===== src/core/pcer_defs.vh =====
// Constants for the power control event register bank: offsets,
// field positions, reset values and interrupt bit layout.
// Assumes inclusion by bare name from the design files under core/.
// Behaviour
// - Writing 1 to constant-latency task register triggers constant-latency task.
// - Writing 1 to low-power task register triggers low-power variable-latency task.
// - Constant-latency subscribe holds channel and enable; enabled channel event triggers task.
// - Low-power subscribe holds channel and enable; both reset to zero.
// - Sleep-entry event reads 1 after sleep entered; software may write 0.
// - Sleep-exit event register signals leaving sleep, bit 0 encoding.
// - Publish register selects if and where power-fail warning is broadcast.
// - Publish register selects if and where sleep-entry event is broadcast.
// - Publish register selects if and where sleep-exit event is broadcast.
// - Interrupt enable register plus set and clear companion registers.
// - Register reports whether modem power domain is powered.
// - Two retention registers, read/write, keep contents across system resets.
// - Enable, set and clear registers shared with clock control unit.
`ifndef PCER_DEFS_VH
`define PCER_DEFS_VH

// Register byte offsets
`define PCER_OFS_CONSTANT_LATENCY_TASK   12'h078
`define PCER_OFS_LOW_POWER_VARIABLE_LATENCY_TASK     12'h07C
`define PCER_OFS_CONSTANT_LATENCY_SUB    12'h0F8
`define PCER_OFS_LOW_POWER_VARIABLE_LATENCY_SUB      12'h0FC
`define PCER_OFS_PFW_EVENT       12'h108
`define PCER_OFS_SENTRY_EVENT    12'h114
`define PCER_OFS_SEXIT_EVENT     12'h118
`define PCER_OFS_PFW_PUB         12'h188
`define PCER_OFS_SENTRY_PUB      12'h194
`define PCER_OFS_SEXIT_PUB       12'h198
`define PCER_OFS_INT_ENABLE      12'h300
`define PCER_OFS_INT_ENABLE_SET  12'h304
`define PCER_OFS_INT_ENABLE_CLR  12'h308
`define PCER_OFS_RESET_CAUSE     12'h400
`define PCER_OFS_MODEM_POWER     12'h440
`define PCER_OFS_RETAIN_0        12'h51C
`define PCER_OFS_RETAIN_1        12'h520

// Subscribe and publish fields
`define PCER_CHAN_MSB            4
`define PCER_CHAN_W              5
`define PCER_EN_BIT              31

// Interrupt bit positions
`define PCER_INT_PFW             2
`define PCER_INT_SENTRY          5
`define PCER_INT_SEXIT           6

// Reset values
`define PCER_RST_ZERO            32'h00000000
`define PCER_RST_RETAIN          32'h00000000

`endif


===== src/core/pcer_top.v =====
// Power control event register bank: AHB-Lite slave with tasks,
// subscriptions, events, publications and interrupt enables.
// Assumes one clock mclk, a single AHB-Lite master, and event
// channel fabric and comparator inputs from outside this domain.
//
// Implementation choice: the AHB-Lite slave port.
`include "pcer_defs.vh"
`default_nettype none

module pcer_top (
	// Clock and reset
	input  wire        mclk,
	input  wire        reset,
	// Retention reset, only power-on clears retention words
	input  wire        por_reset,
	// AHB-Lite slave
	input  wire        hsel,
	input  wire [31:0] haddr,
	input  wire [1:0]  htrans,
	input  wire        hwrite,
	input  wire [2:0]  hsize,
	input  wire [31:0] hwdata,
	input  wire        hready,
	output reg  [31:0] hrdata,
	output reg         hreadyout,
	output reg         hresp,
	// Event channel fabric, one pulse bit per channel
	input  wire [31:0] channel_events,
	output reg  [31:0] publish_events,
	// Power and processor status, asynchronous
	input  wire        power_fail_below,
	input  wire        sleep_entered,
	input  wire        sleep_exited,
	input  wire        modem_powered,
	input  wire [31:0] reset_cause_flags,
	// Task strobes to the regulator control
	output reg         constant_latency,
	output reg         low_power_variable_latency,
	// Interrupt
	output reg         irq
);

	// ----------------------------------------------------------------
	// Input synchronisers
	// ----------------------------------------------------------------
	reg [4:0]  sync_a;
	reg [4:0]  sync_b;
	reg [4:0]  sync_c;
	reg [4:0]  stable;
	wire [4:0] raw_in;
	wire [4:0] rise;

	assign raw_in = {modem_powered, sleep_exited, sleep_entered,
		power_fail_below, 1'b0};

	// Three flops; a change counts once second and third agree
	always @(posedge mclk or posedge reset) begin
		if (reset) begin
			sync_a <= 5'h00;
			sync_b <= 5'h00;
			sync_c <= 5'h00;
			stable <= 5'h00;
		end else begin
			sync_a <= raw_in;
			sync_b <= sync_a;
			sync_c <= sync_b;
			stable <= (sync_b & sync_c) | (stable & (sync_b | sync_c));
		end
	end

	// Filtered level edges raise the events; a pin must hold its new
	// level for two samples, so a glitch never sets an event
	assign rise = {5{1'b0}} | (({sync_b[4:1] & sync_c[4:1], 1'b0}) &
		~stable);

	// Channel events synchronised the same way, per channel
	reg [31:0] ch_a;
	reg [31:0] ch_b;
	reg [31:0] ch_c;
	reg [31:0] ch_stable;
	wire [31:0] ch_rise;

	genvar g;
	generate
		for (g = 0; g < 32; g = g + 1) begin : g_chan
			always @(posedge mclk or posedge reset) begin
				if (reset) begin
					ch_a[g]      <= 1'b0;
					ch_b[g]      <= 1'b0;
					ch_c[g]      <= 1'b0;
					ch_stable[g] <= 1'b0;
				end else begin
					ch_a[g]      <= channel_events[g];
					ch_b[g]      <= ch_a[g];
					ch_c[g]      <= ch_b[g];
					ch_stable[g] <= (ch_b[g] & ch_c[g]) |
						(ch_stable[g] & (ch_b[g] | ch_c[g]));
				end
			end
			assign ch_rise[g] = ch_b[g] & ch_c[g] & ~ch_stable[g];
		end
	endgenerate

	// ----------------------------------------------------------------
	// AHB-Lite address phase capture
	// ----------------------------------------------------------------
	reg        dp_write;
	reg        dp_read;
	reg [11:0] dp_addr;
	wire       addr_ok;

	// Any size is taken as a whole word: every register is one
	// aligned word, so hsize and the byte lanes are not decoded
	assign addr_ok = hsel && hready && htrans[1];

	always @(posedge mclk or posedge reset) begin
		if (reset) begin
			dp_write <= 1'b0;
			dp_read  <= 1'b0;
			dp_addr  <= 12'h000;
		end else begin
			dp_write <= addr_ok && hwrite;
			dp_read  <= addr_ok && !hwrite;
			if (addr_ok)
				dp_addr <= {haddr[11:2], 2'b00};
		end
	end

	wire wr_hit;
	assign wr_hit = dp_write;

	function wr_to;
		input [11:0] ofs;
		begin
			wr_to = wr_hit && (dp_addr == ofs);
		end
	endfunction

	// ----------------------------------------------------------------
	// Configuration registers
	// ----------------------------------------------------------------
	reg [31:0] constant_latency_sub;
	reg [31:0] low_power_variable_latency_sub;
	reg [31:0] pfw_pub;
	reg [31:0] sentry_pub;
	reg [31:0] sexit_pub;
	reg [31:0] int_enable;
	reg [31:0] reset_cause;
	wire [31:0] sub_mask;
	wire [31:0] int_mask;

	// Only channel index and enable are kept
	assign sub_mask = 32'h8000001F;

	// Enable bits that exist; the rest read back zero
	assign int_mask = (32'h1 << `PCER_INT_PFW) |
		(32'h1 << `PCER_INT_SENTRY) | (32'h1 << `PCER_INT_SEXIT);

	always @(posedge mclk or posedge reset) begin
		if (reset) begin
			constant_latency_sub <= `PCER_RST_ZERO;
			low_power_variable_latency_sub   <= `PCER_RST_ZERO;
			pfw_pub      <= `PCER_RST_ZERO;
			sentry_pub   <= `PCER_RST_ZERO;
			sexit_pub    <= `PCER_RST_ZERO;
			int_enable   <= `PCER_RST_ZERO;
		end else begin
			if (wr_to(`PCER_OFS_CONSTANT_LATENCY_SUB))
				constant_latency_sub <= hwdata & sub_mask;
			if (wr_to(`PCER_OFS_LOW_POWER_VARIABLE_LATENCY_SUB))
				low_power_variable_latency_sub <= hwdata & sub_mask;
			if (wr_to(`PCER_OFS_PFW_PUB))
				pfw_pub <= hwdata & sub_mask;
			if (wr_to(`PCER_OFS_SENTRY_PUB))
				sentry_pub <= hwdata & sub_mask;
			if (wr_to(`PCER_OFS_SEXIT_PUB))
				sexit_pub <= hwdata & sub_mask;
			if (wr_to(`PCER_OFS_INT_ENABLE))
				int_enable <= hwdata & int_mask;
			else if (wr_to(`PCER_OFS_INT_ENABLE_SET))
				int_enable <= int_enable | (hwdata & int_mask);
			else if (wr_to(`PCER_OFS_INT_ENABLE_CLR))
				int_enable <= int_enable & ~hwdata;
		end
	end

	// Reset cause latched from flags; write 1 clears, a new flag wins.
	// Only power-on clears it, so software can still read why the
	// last system reset happened
	always @(posedge mclk or posedge por_reset) begin
		if (por_reset)
			reset_cause <= `PCER_RST_ZERO;
		else if (wr_to(`PCER_OFS_RESET_CAUSE))
			reset_cause <= (reset_cause & ~hwdata) | reset_cause_flags;
		else
			reset_cause <= reset_cause | reset_cause_flags;
	end

	reg [31:0] retain [0:1];
	always @(posedge mclk or posedge por_reset) begin
		if (por_reset) begin
			retain[0] <= `PCER_RST_RETAIN;
			retain[1] <= `PCER_RST_RETAIN;
		end else begin
			if (wr_to(`PCER_OFS_RETAIN_0))
				retain[0] <= hwdata;
			if (wr_to(`PCER_OFS_RETAIN_1))
				retain[1] <= hwdata;
		end
	end

	// ----------------------------------------------------------------
	// Tasks
	// ----------------------------------------------------------------
	wire sub_cl_hit;
	wire sub_lp_hit;
	wire task_cl;
	wire task_lp;
	wire wr_cl_task;
	wire wr_lp_task;

	// Decoded in full here: a continuous assignment that calls wr_to
	// would only wake on its arguments, never on dp_addr or dp_write
	assign wr_cl_task = wr_hit && (dp_addr == `PCER_OFS_CONSTANT_LATENCY_TASK);
	assign wr_lp_task = wr_hit && (dp_addr == `PCER_OFS_LOW_POWER_VARIABLE_LATENCY_TASK);

	assign sub_cl_hit = constant_latency_sub[`PCER_EN_BIT] &&
		ch_rise[constant_latency_sub[`PCER_CHAN_MSB:0]];
	assign sub_lp_hit = low_power_variable_latency_sub[`PCER_EN_BIT] &&
		ch_rise[low_power_variable_latency_sub[`PCER_CHAN_MSB:0]];
	// write of 1 triggers, 0 ignored
	assign task_cl = (wr_cl_task && hwdata[0]) ||
		sub_cl_hit;
	// write of 1 triggers low-power task
	assign task_lp = (wr_lp_task && hwdata[0]) ||
		sub_lp_hit;

	// One-cycle task strobes
	always @(posedge mclk or posedge reset) begin
		if (reset) begin
			constant_latency           <= 1'b0;
			low_power_variable_latency <= 1'b0;
		end else begin
			constant_latency           <= task_cl;
			low_power_variable_latency <= task_lp;
		end
	end

	// ----------------------------------------------------------------
	// Events; hardware set wins over a software clear
	// ----------------------------------------------------------------
	reg pfw_event;
	reg sentry_event;
	reg sexit_event;

	always @(posedge mclk or posedge reset) begin
		if (reset) begin
			pfw_event    <= 1'b0;
			sentry_event <= 1'b0;
			sexit_event  <= 1'b0;
		end else begin
			if (rise[1])
				pfw_event <= 1'b1;
			else if (wr_to(`PCER_OFS_PFW_EVENT))
				pfw_event <= hwdata[0];
			if (rise[2])
				sentry_event <= 1'b1;
			else if (wr_to(`PCER_OFS_SENTRY_EVENT))
				sentry_event <= hwdata[0];
			if (rise[3])
				sexit_event <= 1'b1;
			else if (wr_to(`PCER_OFS_SEXIT_EVENT))
				sexit_event <= hwdata[0];
		end
	end

	// ----------------------------------------------------------------
	// Publications and interrupt
	// ----------------------------------------------------------------
	reg [31:0] next_publish;

	// Each published event pulses its chosen channel for one cycle
	always @* begin
		next_publish = 32'h00000000;
		if (rise[1] && pfw_pub[`PCER_EN_BIT])
			next_publish[pfw_pub[`PCER_CHAN_MSB:0]] = 1'b1;
		if (rise[2] && sentry_pub[`PCER_EN_BIT])
			next_publish[sentry_pub[`PCER_CHAN_MSB:0]] = 1'b1;
		if (rise[3] && sexit_pub[`PCER_EN_BIT])
			next_publish[sexit_pub[`PCER_CHAN_MSB:0]] = 1'b1;
	end

	wire [31:0] event_vec;
	assign event_vec = ({31'h0, pfw_event} << `PCER_INT_PFW) |
		({31'h0, sentry_event} << `PCER_INT_SENTRY) |
		({31'h0, sexit_event} << `PCER_INT_SEXIT);

	always @(posedge mclk or posedge reset) begin
		if (reset) begin
			publish_events <= 32'h00000000;
			irq            <= 1'b0;
		end else begin
			publish_events <= next_publish;
			irq <= |(event_vec & int_enable);
		end
	end

	// ----------------------------------------------------------------
	// Read data and response
	// ----------------------------------------------------------------
	reg [31:0] next_rdata;

	always @* begin
		case (dp_addr)
		`PCER_OFS_CONSTANT_LATENCY_SUB:   next_rdata = constant_latency_sub;
		`PCER_OFS_LOW_POWER_VARIABLE_LATENCY_SUB:     next_rdata = low_power_variable_latency_sub;
		`PCER_OFS_PFW_EVENT:      next_rdata = {31'h0, pfw_event};
		`PCER_OFS_SENTRY_EVENT:   next_rdata = {31'h0, sentry_event};
		`PCER_OFS_SEXIT_EVENT:    next_rdata = {31'h0, sexit_event};
		`PCER_OFS_PFW_PUB:        next_rdata = pfw_pub;
		`PCER_OFS_SENTRY_PUB:     next_rdata = sentry_pub;
		`PCER_OFS_SEXIT_PUB:      next_rdata = sexit_pub;
		`PCER_OFS_INT_ENABLE:     next_rdata = int_enable;
		`PCER_OFS_INT_ENABLE_SET: next_rdata = int_enable;
		`PCER_OFS_INT_ENABLE_CLR: next_rdata = int_enable;
		`PCER_OFS_RESET_CAUSE:    next_rdata = reset_cause;
		`PCER_OFS_MODEM_POWER:    next_rdata = {31'h0, stable[4]};
		`PCER_OFS_RETAIN_0:       next_rdata = retain[0];
		`PCER_OFS_RETAIN_1:       next_rdata = retain[1];
		// Tasks and holes read zero
		default:                  next_rdata = 32'h00000000;
		endcase
	end

	// Reads insert one wait state so hrdata comes straight from a
	// flop; writes finish without waiting
	always @(posedge mclk or posedge reset) begin
		if (reset) begin
			hrdata    <= 32'h00000000;
			hreadyout <= 1'b1;
			hresp     <= 1'b0;
		end else begin
			hrdata    <= 32'h00000000;
			hreadyout <= 1'b1;
			hresp     <= 1'b0;
			if (addr_ok && !hwrite) begin
				hreadyout <= 1'b0;
			end
			if (dp_read) begin
				hrdata    <= next_rdata;
				hreadyout <= 1'b1;
			end
		end
	end

endmodule // pcer_top

`default_nettype wire


===== config.mk =====
export PLATFORM = sky130hd
export DESIGN_NAME = pcer_top
export DESIGN_NICKNAME = d
export VERILOG_FILES = /design/src/core/pcer_top.v
export VERILOG_INCLUDE_DIRS = /design/src /design/src/core
export SDC_FILE = /design/constraint.sdc
export NUM_CORES = 1
export LEC_CHECK = 0
export ABC_AREA = 1
export BUFFER_PORTS_ARGS = -buffer_cell sky130_fd_sc_hd__clkbuf_2
export CAP_MARGIN = 20
export CORE_ASPECT_RATIO = 1.25
export CORE_UTILIZATION = 29
export DETAILED_ROUTE_END_ITERATION = 16
export GPL_TIMING_DRIVEN = 0
export PLACE_DENSITY = 0.57
export SKIP_LAST_GASP = 1
export SYNTH_ARGS = -nofsm -noshare
export SYNTH_HDL_FRONTEND = slang
export SYNTH_SLANG_ARGS = --single-unit

===== constraint.sdc =====
create_clock -name mclk -period 8.3 [get_ports mclk]
set_input_delay 0 -clock mclk [delete_from_list [all_inputs] [get_ports mclk]]
set_output_delay 0 -clock mclk [all_outputs]
set_load 0.05 [all_outputs]

==> flow_summary.yaml, run 1 <==
sta:
  slew_headroom_pct: 43.8
  fmax_mhz: 334
  worstMarginPinSlew_ps: 844
  fin_crit_ps: 2990
  hold_viol: 0
  hold_ws_ps: 46.8
  post-route-period-util_pct: 36.0
  skew_ps: 25.0
  setup_viol: 0
  grt_setup_unrepaired: "false"
  slew_violations: 0
worst_setup_path:
  r2r_end: "reset_cause[14]$_DFF_PP0_"
  r2r-start: "dp_write$_DFF_PP0_"
  end_kind: "flop"
  criticalPathCategory: "reg2reg"
  r2r_cells: 6
  arrival_ps: 3460
  crit_path_start: "dp_write$_DFF_PP0_"
  cp.required_ps: 8770
  start_kind: "flop"
  regToRegSetupSlack_ps: 5310
  cp_max_fo: 10
place:
  io_buffer_count: 184
  hpwl_um: 32600
  gp_congestion: 0.850
synth:
  yosys_register_bits: 385
  syn-num-nets: 1814
  synthDistinctLibCells: 33
  ys_seq_area_share_pct: 62.6
  synth_area_leader_cell: "dfrtp_1"
  synthesis.area_um2: 15400
  syn_inst: 1671
  synth_top_area_share_pct: 62.4
  yosys_warnings: 0
  avgSynthCellArea_um2: 9.22
  yosys-top-cells-area: "dfrtp_1 (62%), nand2_1 (12%), o21ai_0 (5.1%)"
pwr:
  power_mw: 4.24
  power_density_nw_per_um2: 210
  p_leak_nw: 9.78
  ir_drop_mv: 0.135
layout:
  area.growth.synth_to_final_pct: 31.2
  final_common_cell: "nand2_1"
  final_nets: 2192
  final_cell_mix: "nand2_1 (495), dfrtp_1 (384), clkbuf_2 (187)"
  drive_above_1_share_pct: 15.8
routing:
  dr.pass1.iters: 5
  drc: 0
  dr_total_vias: 12900
  vias_per_cell: 4.68
  drtIter0Drc: 868
  avgRoutedWirePerCell_um: 17.0
  totalWireLength_um: 46800
  ant_nets: 0
floorplanning:
  fp.dieW_um: 208
  pin_count: 212
  core_area_um2: 52600
  rows: 94
  initial_core_util_pct: 29.3
  die_y_um: 260
  die_area_um2: 54000
cts:
  cts_tree: "done"
  post_cts_resized: 0
  clk_latency_ps: 590
  ctsHtreeMaxLevel: 2
  clock_path_buffers: 3
  cts_buffers: 43
  clk_pin_slew_worst_paths_ps: 70
  cts-root-buf: "clkbuf_16"
  cts.sinks: 385
global_route:
  grt_max_degree: 134
  antenna_found_initial: 1
  grt_usage_pct: 17.7
  grt-ovfl-total: 0
  grt_pass1_vias: 13300
  grt_pass1_wl_um: 73900
job:
  drv_cap: 0
min_path:
  min_to: "ch_a[0]$_DFF_PP0_"
  hold_start: "channel_events[0]"
  hp-class: "in2reg"
  worstHoldPathCells: 2
run_status:
  outcome: "complete, no violations"
-- what timing repair did --
action	CTS	global route
endpoints found under the hold margin	496	0
hold buffers	146	0
setup buffers	0	0
-- cells by family after synthesis --
group | Yosys count | synth area share (%)
mux | 1 | 0.0731
other cells | 1 | 0.0244
buf+inv | 224 | 5.97
compound gates | 282 | 10.1
simple gates | 774 | 21.0
flops | 385 | 62.6
fa+ha+maj | 4 | 0.260
-- routing by layer --
| layer | wire length (um) | vias up | global-route usage (%) |
|---|---|---|---|
| li1 | - | 6158 | - |
| met1 | 19300 | 6275 | 21.2 |
| met4 | 1600 | 0 | 7.33 |
| met3 | 2390 | 92 | 3.06 |
| met2 | 23500 | 375 | 31.2 |
| met5 | 0 | - | 0 |
-- sequential cells by signal, summed over array words and instances, names as in the netlist, 10 cells and up, named ones only --
register and count:
ch_a 32, ch_b 32, ch_c 32, ch_stable 32, dp_addr 10, hrdata 32, int_enable 29, publish_events 32
reset_cause 32, retain 64
-- worst max path at each step --
| stage | slack, ps | to | cells past startpoint |
|---|---|---|---|
| after floorplan | 320 | async pin | 1 |
| after global placement | -3240 | publish_events[20]$_DFF_PP0_ | 2 |
| after detailed placement | 5820 | int_enable[3]$_DFFE_PP0P_ | 8 |
| after CTS | 5370 | reset_cause[14]$_DFF_PP0_ | 6 |
| after global routing | 5220 | reset_cause[14]$_DFF_PP0_ | 6 |
| final | 5310 | reset_cause[14]$_DFF_PP0_ | 6 |
-- per-stage QoR --
stage | setup slack (ps) | std cells | utilization [%] | TNS, ps | area (um2)
CTS | 5370 | 2755 | 38.4 | 0 | 20200
detailed placement | 5820 | 2530 | 32.8 | 0 | 17300
finish | 5310 | 2756 | 38.4 | 0 | 20200
floorplan | 324 | 1671 | - | 0 | 15400
global route | 5220 | 2756 | 38.4 | 0 | 20200
global placement | -3240 | 2527 | 32.6 | -921450 | 17200
-- final cells by class --
class                      instances  area (um2)
antenna                            1        2.50
buffer                            54         282
clock buffer                      54        1170
clock inverter                    25         327
fill                            5235       32400
inverter                         170         648
multi-input combinational       1062        4840
sequential                       385        9640
tap                              672         841
timing repair buffer             333        2460
-- cells in the mapped netlist --
cell type and instances:
a21oi_1 39, buf_1 3, buf_2 15, buf_4 5, buf_6 5, clkbuf_1 23
clkbuf_2 3, clkinv_1 3, conb_1 1, dfrtp_1 384, dfstp_2 1, inv_1 158
inv_2 9, maj3_1 4, mux2_2 1, nand2_1 495, nand2_2 2, nand2_4 2
nand3_1 110, nand4_1 15, nor2_1 106, nor2_2 17, nor2_4 1, nor3_1 16
nor3_2 4, nor3_4 2, nor3b_1 1, nor4_1 3, o2111ai_1 1, o211ai_1 9
o21ai_0 157, o21ai_1 44, o221ai_1 32
-- critical path, stage by stage (launching register included) --
cell and delay (ps):
dfrtp_1 350, buf_1 640, nand4_1 570, clkbuf_1 410
o21ai_0 270, nand2_1 80, dlygate4sd3_1 560
-- power by group --
group          switching [mW]  leakage (nW)  total (mW)  internal, mW
Clock                   0.820         0.742        2.02          1.20
Sequential             0.0394          4.31        1.98          1.94
Combinational           0.150          4.73       0.245        0.0951
No activity file was read; power rests on OpenSTA's default activity.
==> run 2, diff against run 1 <==
==> constraint.sdc (replaced) <==
create_clock -name mclk -period 2.5 [get_ports mclk]
set_input_delay 0 -clock mclk [delete_from_list [all_inputs] [get_ports mclk]]
set_output_delay 0 -clock mclk [all_outputs]
set_load 0.05 [all_outputs]
==> run 2 against run 1 <==
Combinational power grew to 3.4 times the previous value. Wire length shrank 0.92%. Via count fell by 1.0%. Non-clock buffer count decreased by 23. Global-route usage down 0.21 points. Clock skew down 4.4 ps. Hold slack gained 16 ps. First-iteration DRC count increased by 4.4%. Highest routed layer unchanged. Sequential share of layout area is 0.14 points higher.
==> flow_summary.yaml, run 2 (same netlist as run 1, synthesis figures left out) <==
cts:
  clock_path_buffers: 3
  cts.sinks: 385
  clk_latency_ps: 590
  clk_pin_slew_worst_paths_ps: 60
  cts_buffers: 43
  cts_setup_buffers: 0
  ctsHtreeMaxLevel: 2
  cts-root-buf: "clkbuf_16"
  cts_tree: "done"
layout:
  area.growth.synth_to_final_pct: 30.9
  largest_register_ff_count: 64
  fin_util_pct: 38.3
  final_cell_mix: "nand2_1 (495), dfrtp_1 (384), clkbuf_2 (189)"
  final_common_cell: "nand2_1"
  drive_above_1_share_pct: 16.5
  final_nets: 2169
  antenna_cells: 0
  regMostFlops: "retain"
worst_setup_path:
  cp_max_fo: 10
  criticalPathCategory: "reg2reg"
  cp.required_ps: 2970
  start_kind: "flop"
  r2r-start: "dp_addr[11]$_DFFE_PP0P_"
  r2r_cells: 8
  end_kind: "flop"
  r2r_end: "int_enable[7]$_DFFE_PP0P_"
  regToRegSetupSlack_ps: 160
  arrival_ps: 2810
min_path:
  hp-class: "in2reg"
  min_to: "ch_a[9]$_DFF_PP0_"
  worstHoldPathCells: 2
  hold_start: "channel_events[9]"
job:
  drv_cap: 0
sta:
  fmax_mhz: 428
  grt_setup_unrepaired: "false"
  worstMarginPinSlew_ps: 721
  hold_viol: 0
  fin_setup_tns_ps: 0
  setup_viol: 0
  slew_headroom_pct: 51.9
  fin_crit_ps: 2340
  slew_violations: 0
  skew_ps: 20.6
  post-route-period-util_pct: 93.5
routing:
  totalWireLength_um: 46400
  vias_per_cell: 4.67
  drtIter0Drc: 906
  dr.pass1.iters: 6
  dr_total_vias: 12800
  ant_nets: 0
  avgRoutedWirePerCell_um: 17.0
  drc: 0
floorplanning:
  initial_core_util_pct: 29.3
  fp.dieW_um: 208
  rows: 94
  die_y_um: 260
  core_area_um2: 52600
  pin_count: 212
  die_area_um2: 54000
pwr:
  ir_drop_mv: 0.548
  p_leak_nw: 9.83
  power_density_nw_per_um2: 722
global_route:
  grt_pass1_wl_um: 73000
  grt_max_degree: 42
  antenna_found_initial: 0
  grt_pass1_vias: 13100
  grt_usage_pct: 17.4
  grt-ovfl-total: 0
place:
  gp_congestion: 0.862
  io_buffer_count: 184
  hpwl_um: 33500
run_status:
  outcome: "complete, no violations"
-- run 2: critical path, stage by stage, from the launching register on --
cell	delay (ps)
dfrtp_1	460
nor2_4	240
nand2_1	110
nor4_1	440
clkbuf_2	340
clkbuf_2	350
o21ai_0	160
nand2_1	90
inv_1	40
-- run 2: metal layers --
metal  track usage, %  up-vias  routed length [um]
met1             21.3     6185               19200
li1                 -     6116                   -
met3             2.61       77                2390
met4             6.19        0                1290
met2             31.2      393               23500
met5                0        -                   0
-- run 2: report_power, final --
part / leakage (nW) / total, mW / internal (mW) / switching (mW)
sequential: 4.31 / 6.56 / 6.43 / 0.128
combinational: 4.73 / 0.836 / 0.333 / 0.503
clock: 0.787 / 7.16 / 4.43 / 2.72
total: 9.83 / 14.6 / 11.2 / 3.36
-- run 2: worst max-delay path by stage --
stage                             from                        end  slack (ps)  cells after the start
2_1_floorplan                    reset                  async pin       -1330                      1
3_3_place_gp                     reset       hrdata[23]$_DFF_PP0_       -3250                      2
3_5_place_dp   dp_addr[11]$_DFFE_PP0P_  int_enable[9]$_DFFE_PP0P_          10                      8
4_1_cts             dp_write$_DFF_PP0_  reset_cause[29]$_DFF_PP0_         120                      5
5_1_grt        dp_addr[11]$_DFFE_PP0P_  int_enable[7]$_DFFE_PP0P_         0.2                      8
6_report       dp_addr[11]$_DFFE_PP0P_  int_enable[7]$_DFFE_PP0P_         160                      8
-- run 2: final cells by class --
class / instances / area, um2
inverter: 170 / 646
clock buffer: 57 / 1230
sequential: 385 / 9640
timing repair buffer: 310 / 2280
multi-input combinational: 1062 / 4840
fill: 5291 / 32400
buffer: 54 / 284
tap: 672 / 841
clock inverter: 23 / 392
-- run 2: per-stage QoR --
stage / setup slack, ps / instances / instance area, um2 / hold WS (ps) / power [mW]
floorplan: -1330 / 1671 / 15400 / 31.4 / 7.04
global placement: -3250 / 2527 / 17200 / 111 / 7.32
detailed placement: 14.8 / 2537 / 17400 / 47.6 / 7.38
CTS: 121 / 2733 / 20200 / 25.6 / 14.8
global route: 0.225 / 2733 / 20200 / 52.2 / 15.1
finish: 163 / 2733 / 20200 / 62.4 / 14.6
-- run 2: what timing repair did --
| item | CTS | global route |
|---|---|---|
| resized for setup | 1 | 1 |
| hold buffers | 116 | 0 |
| hold endpoints to repair | 386 | 0 |
| endpoints found under the setup margin | 1 | 2 |
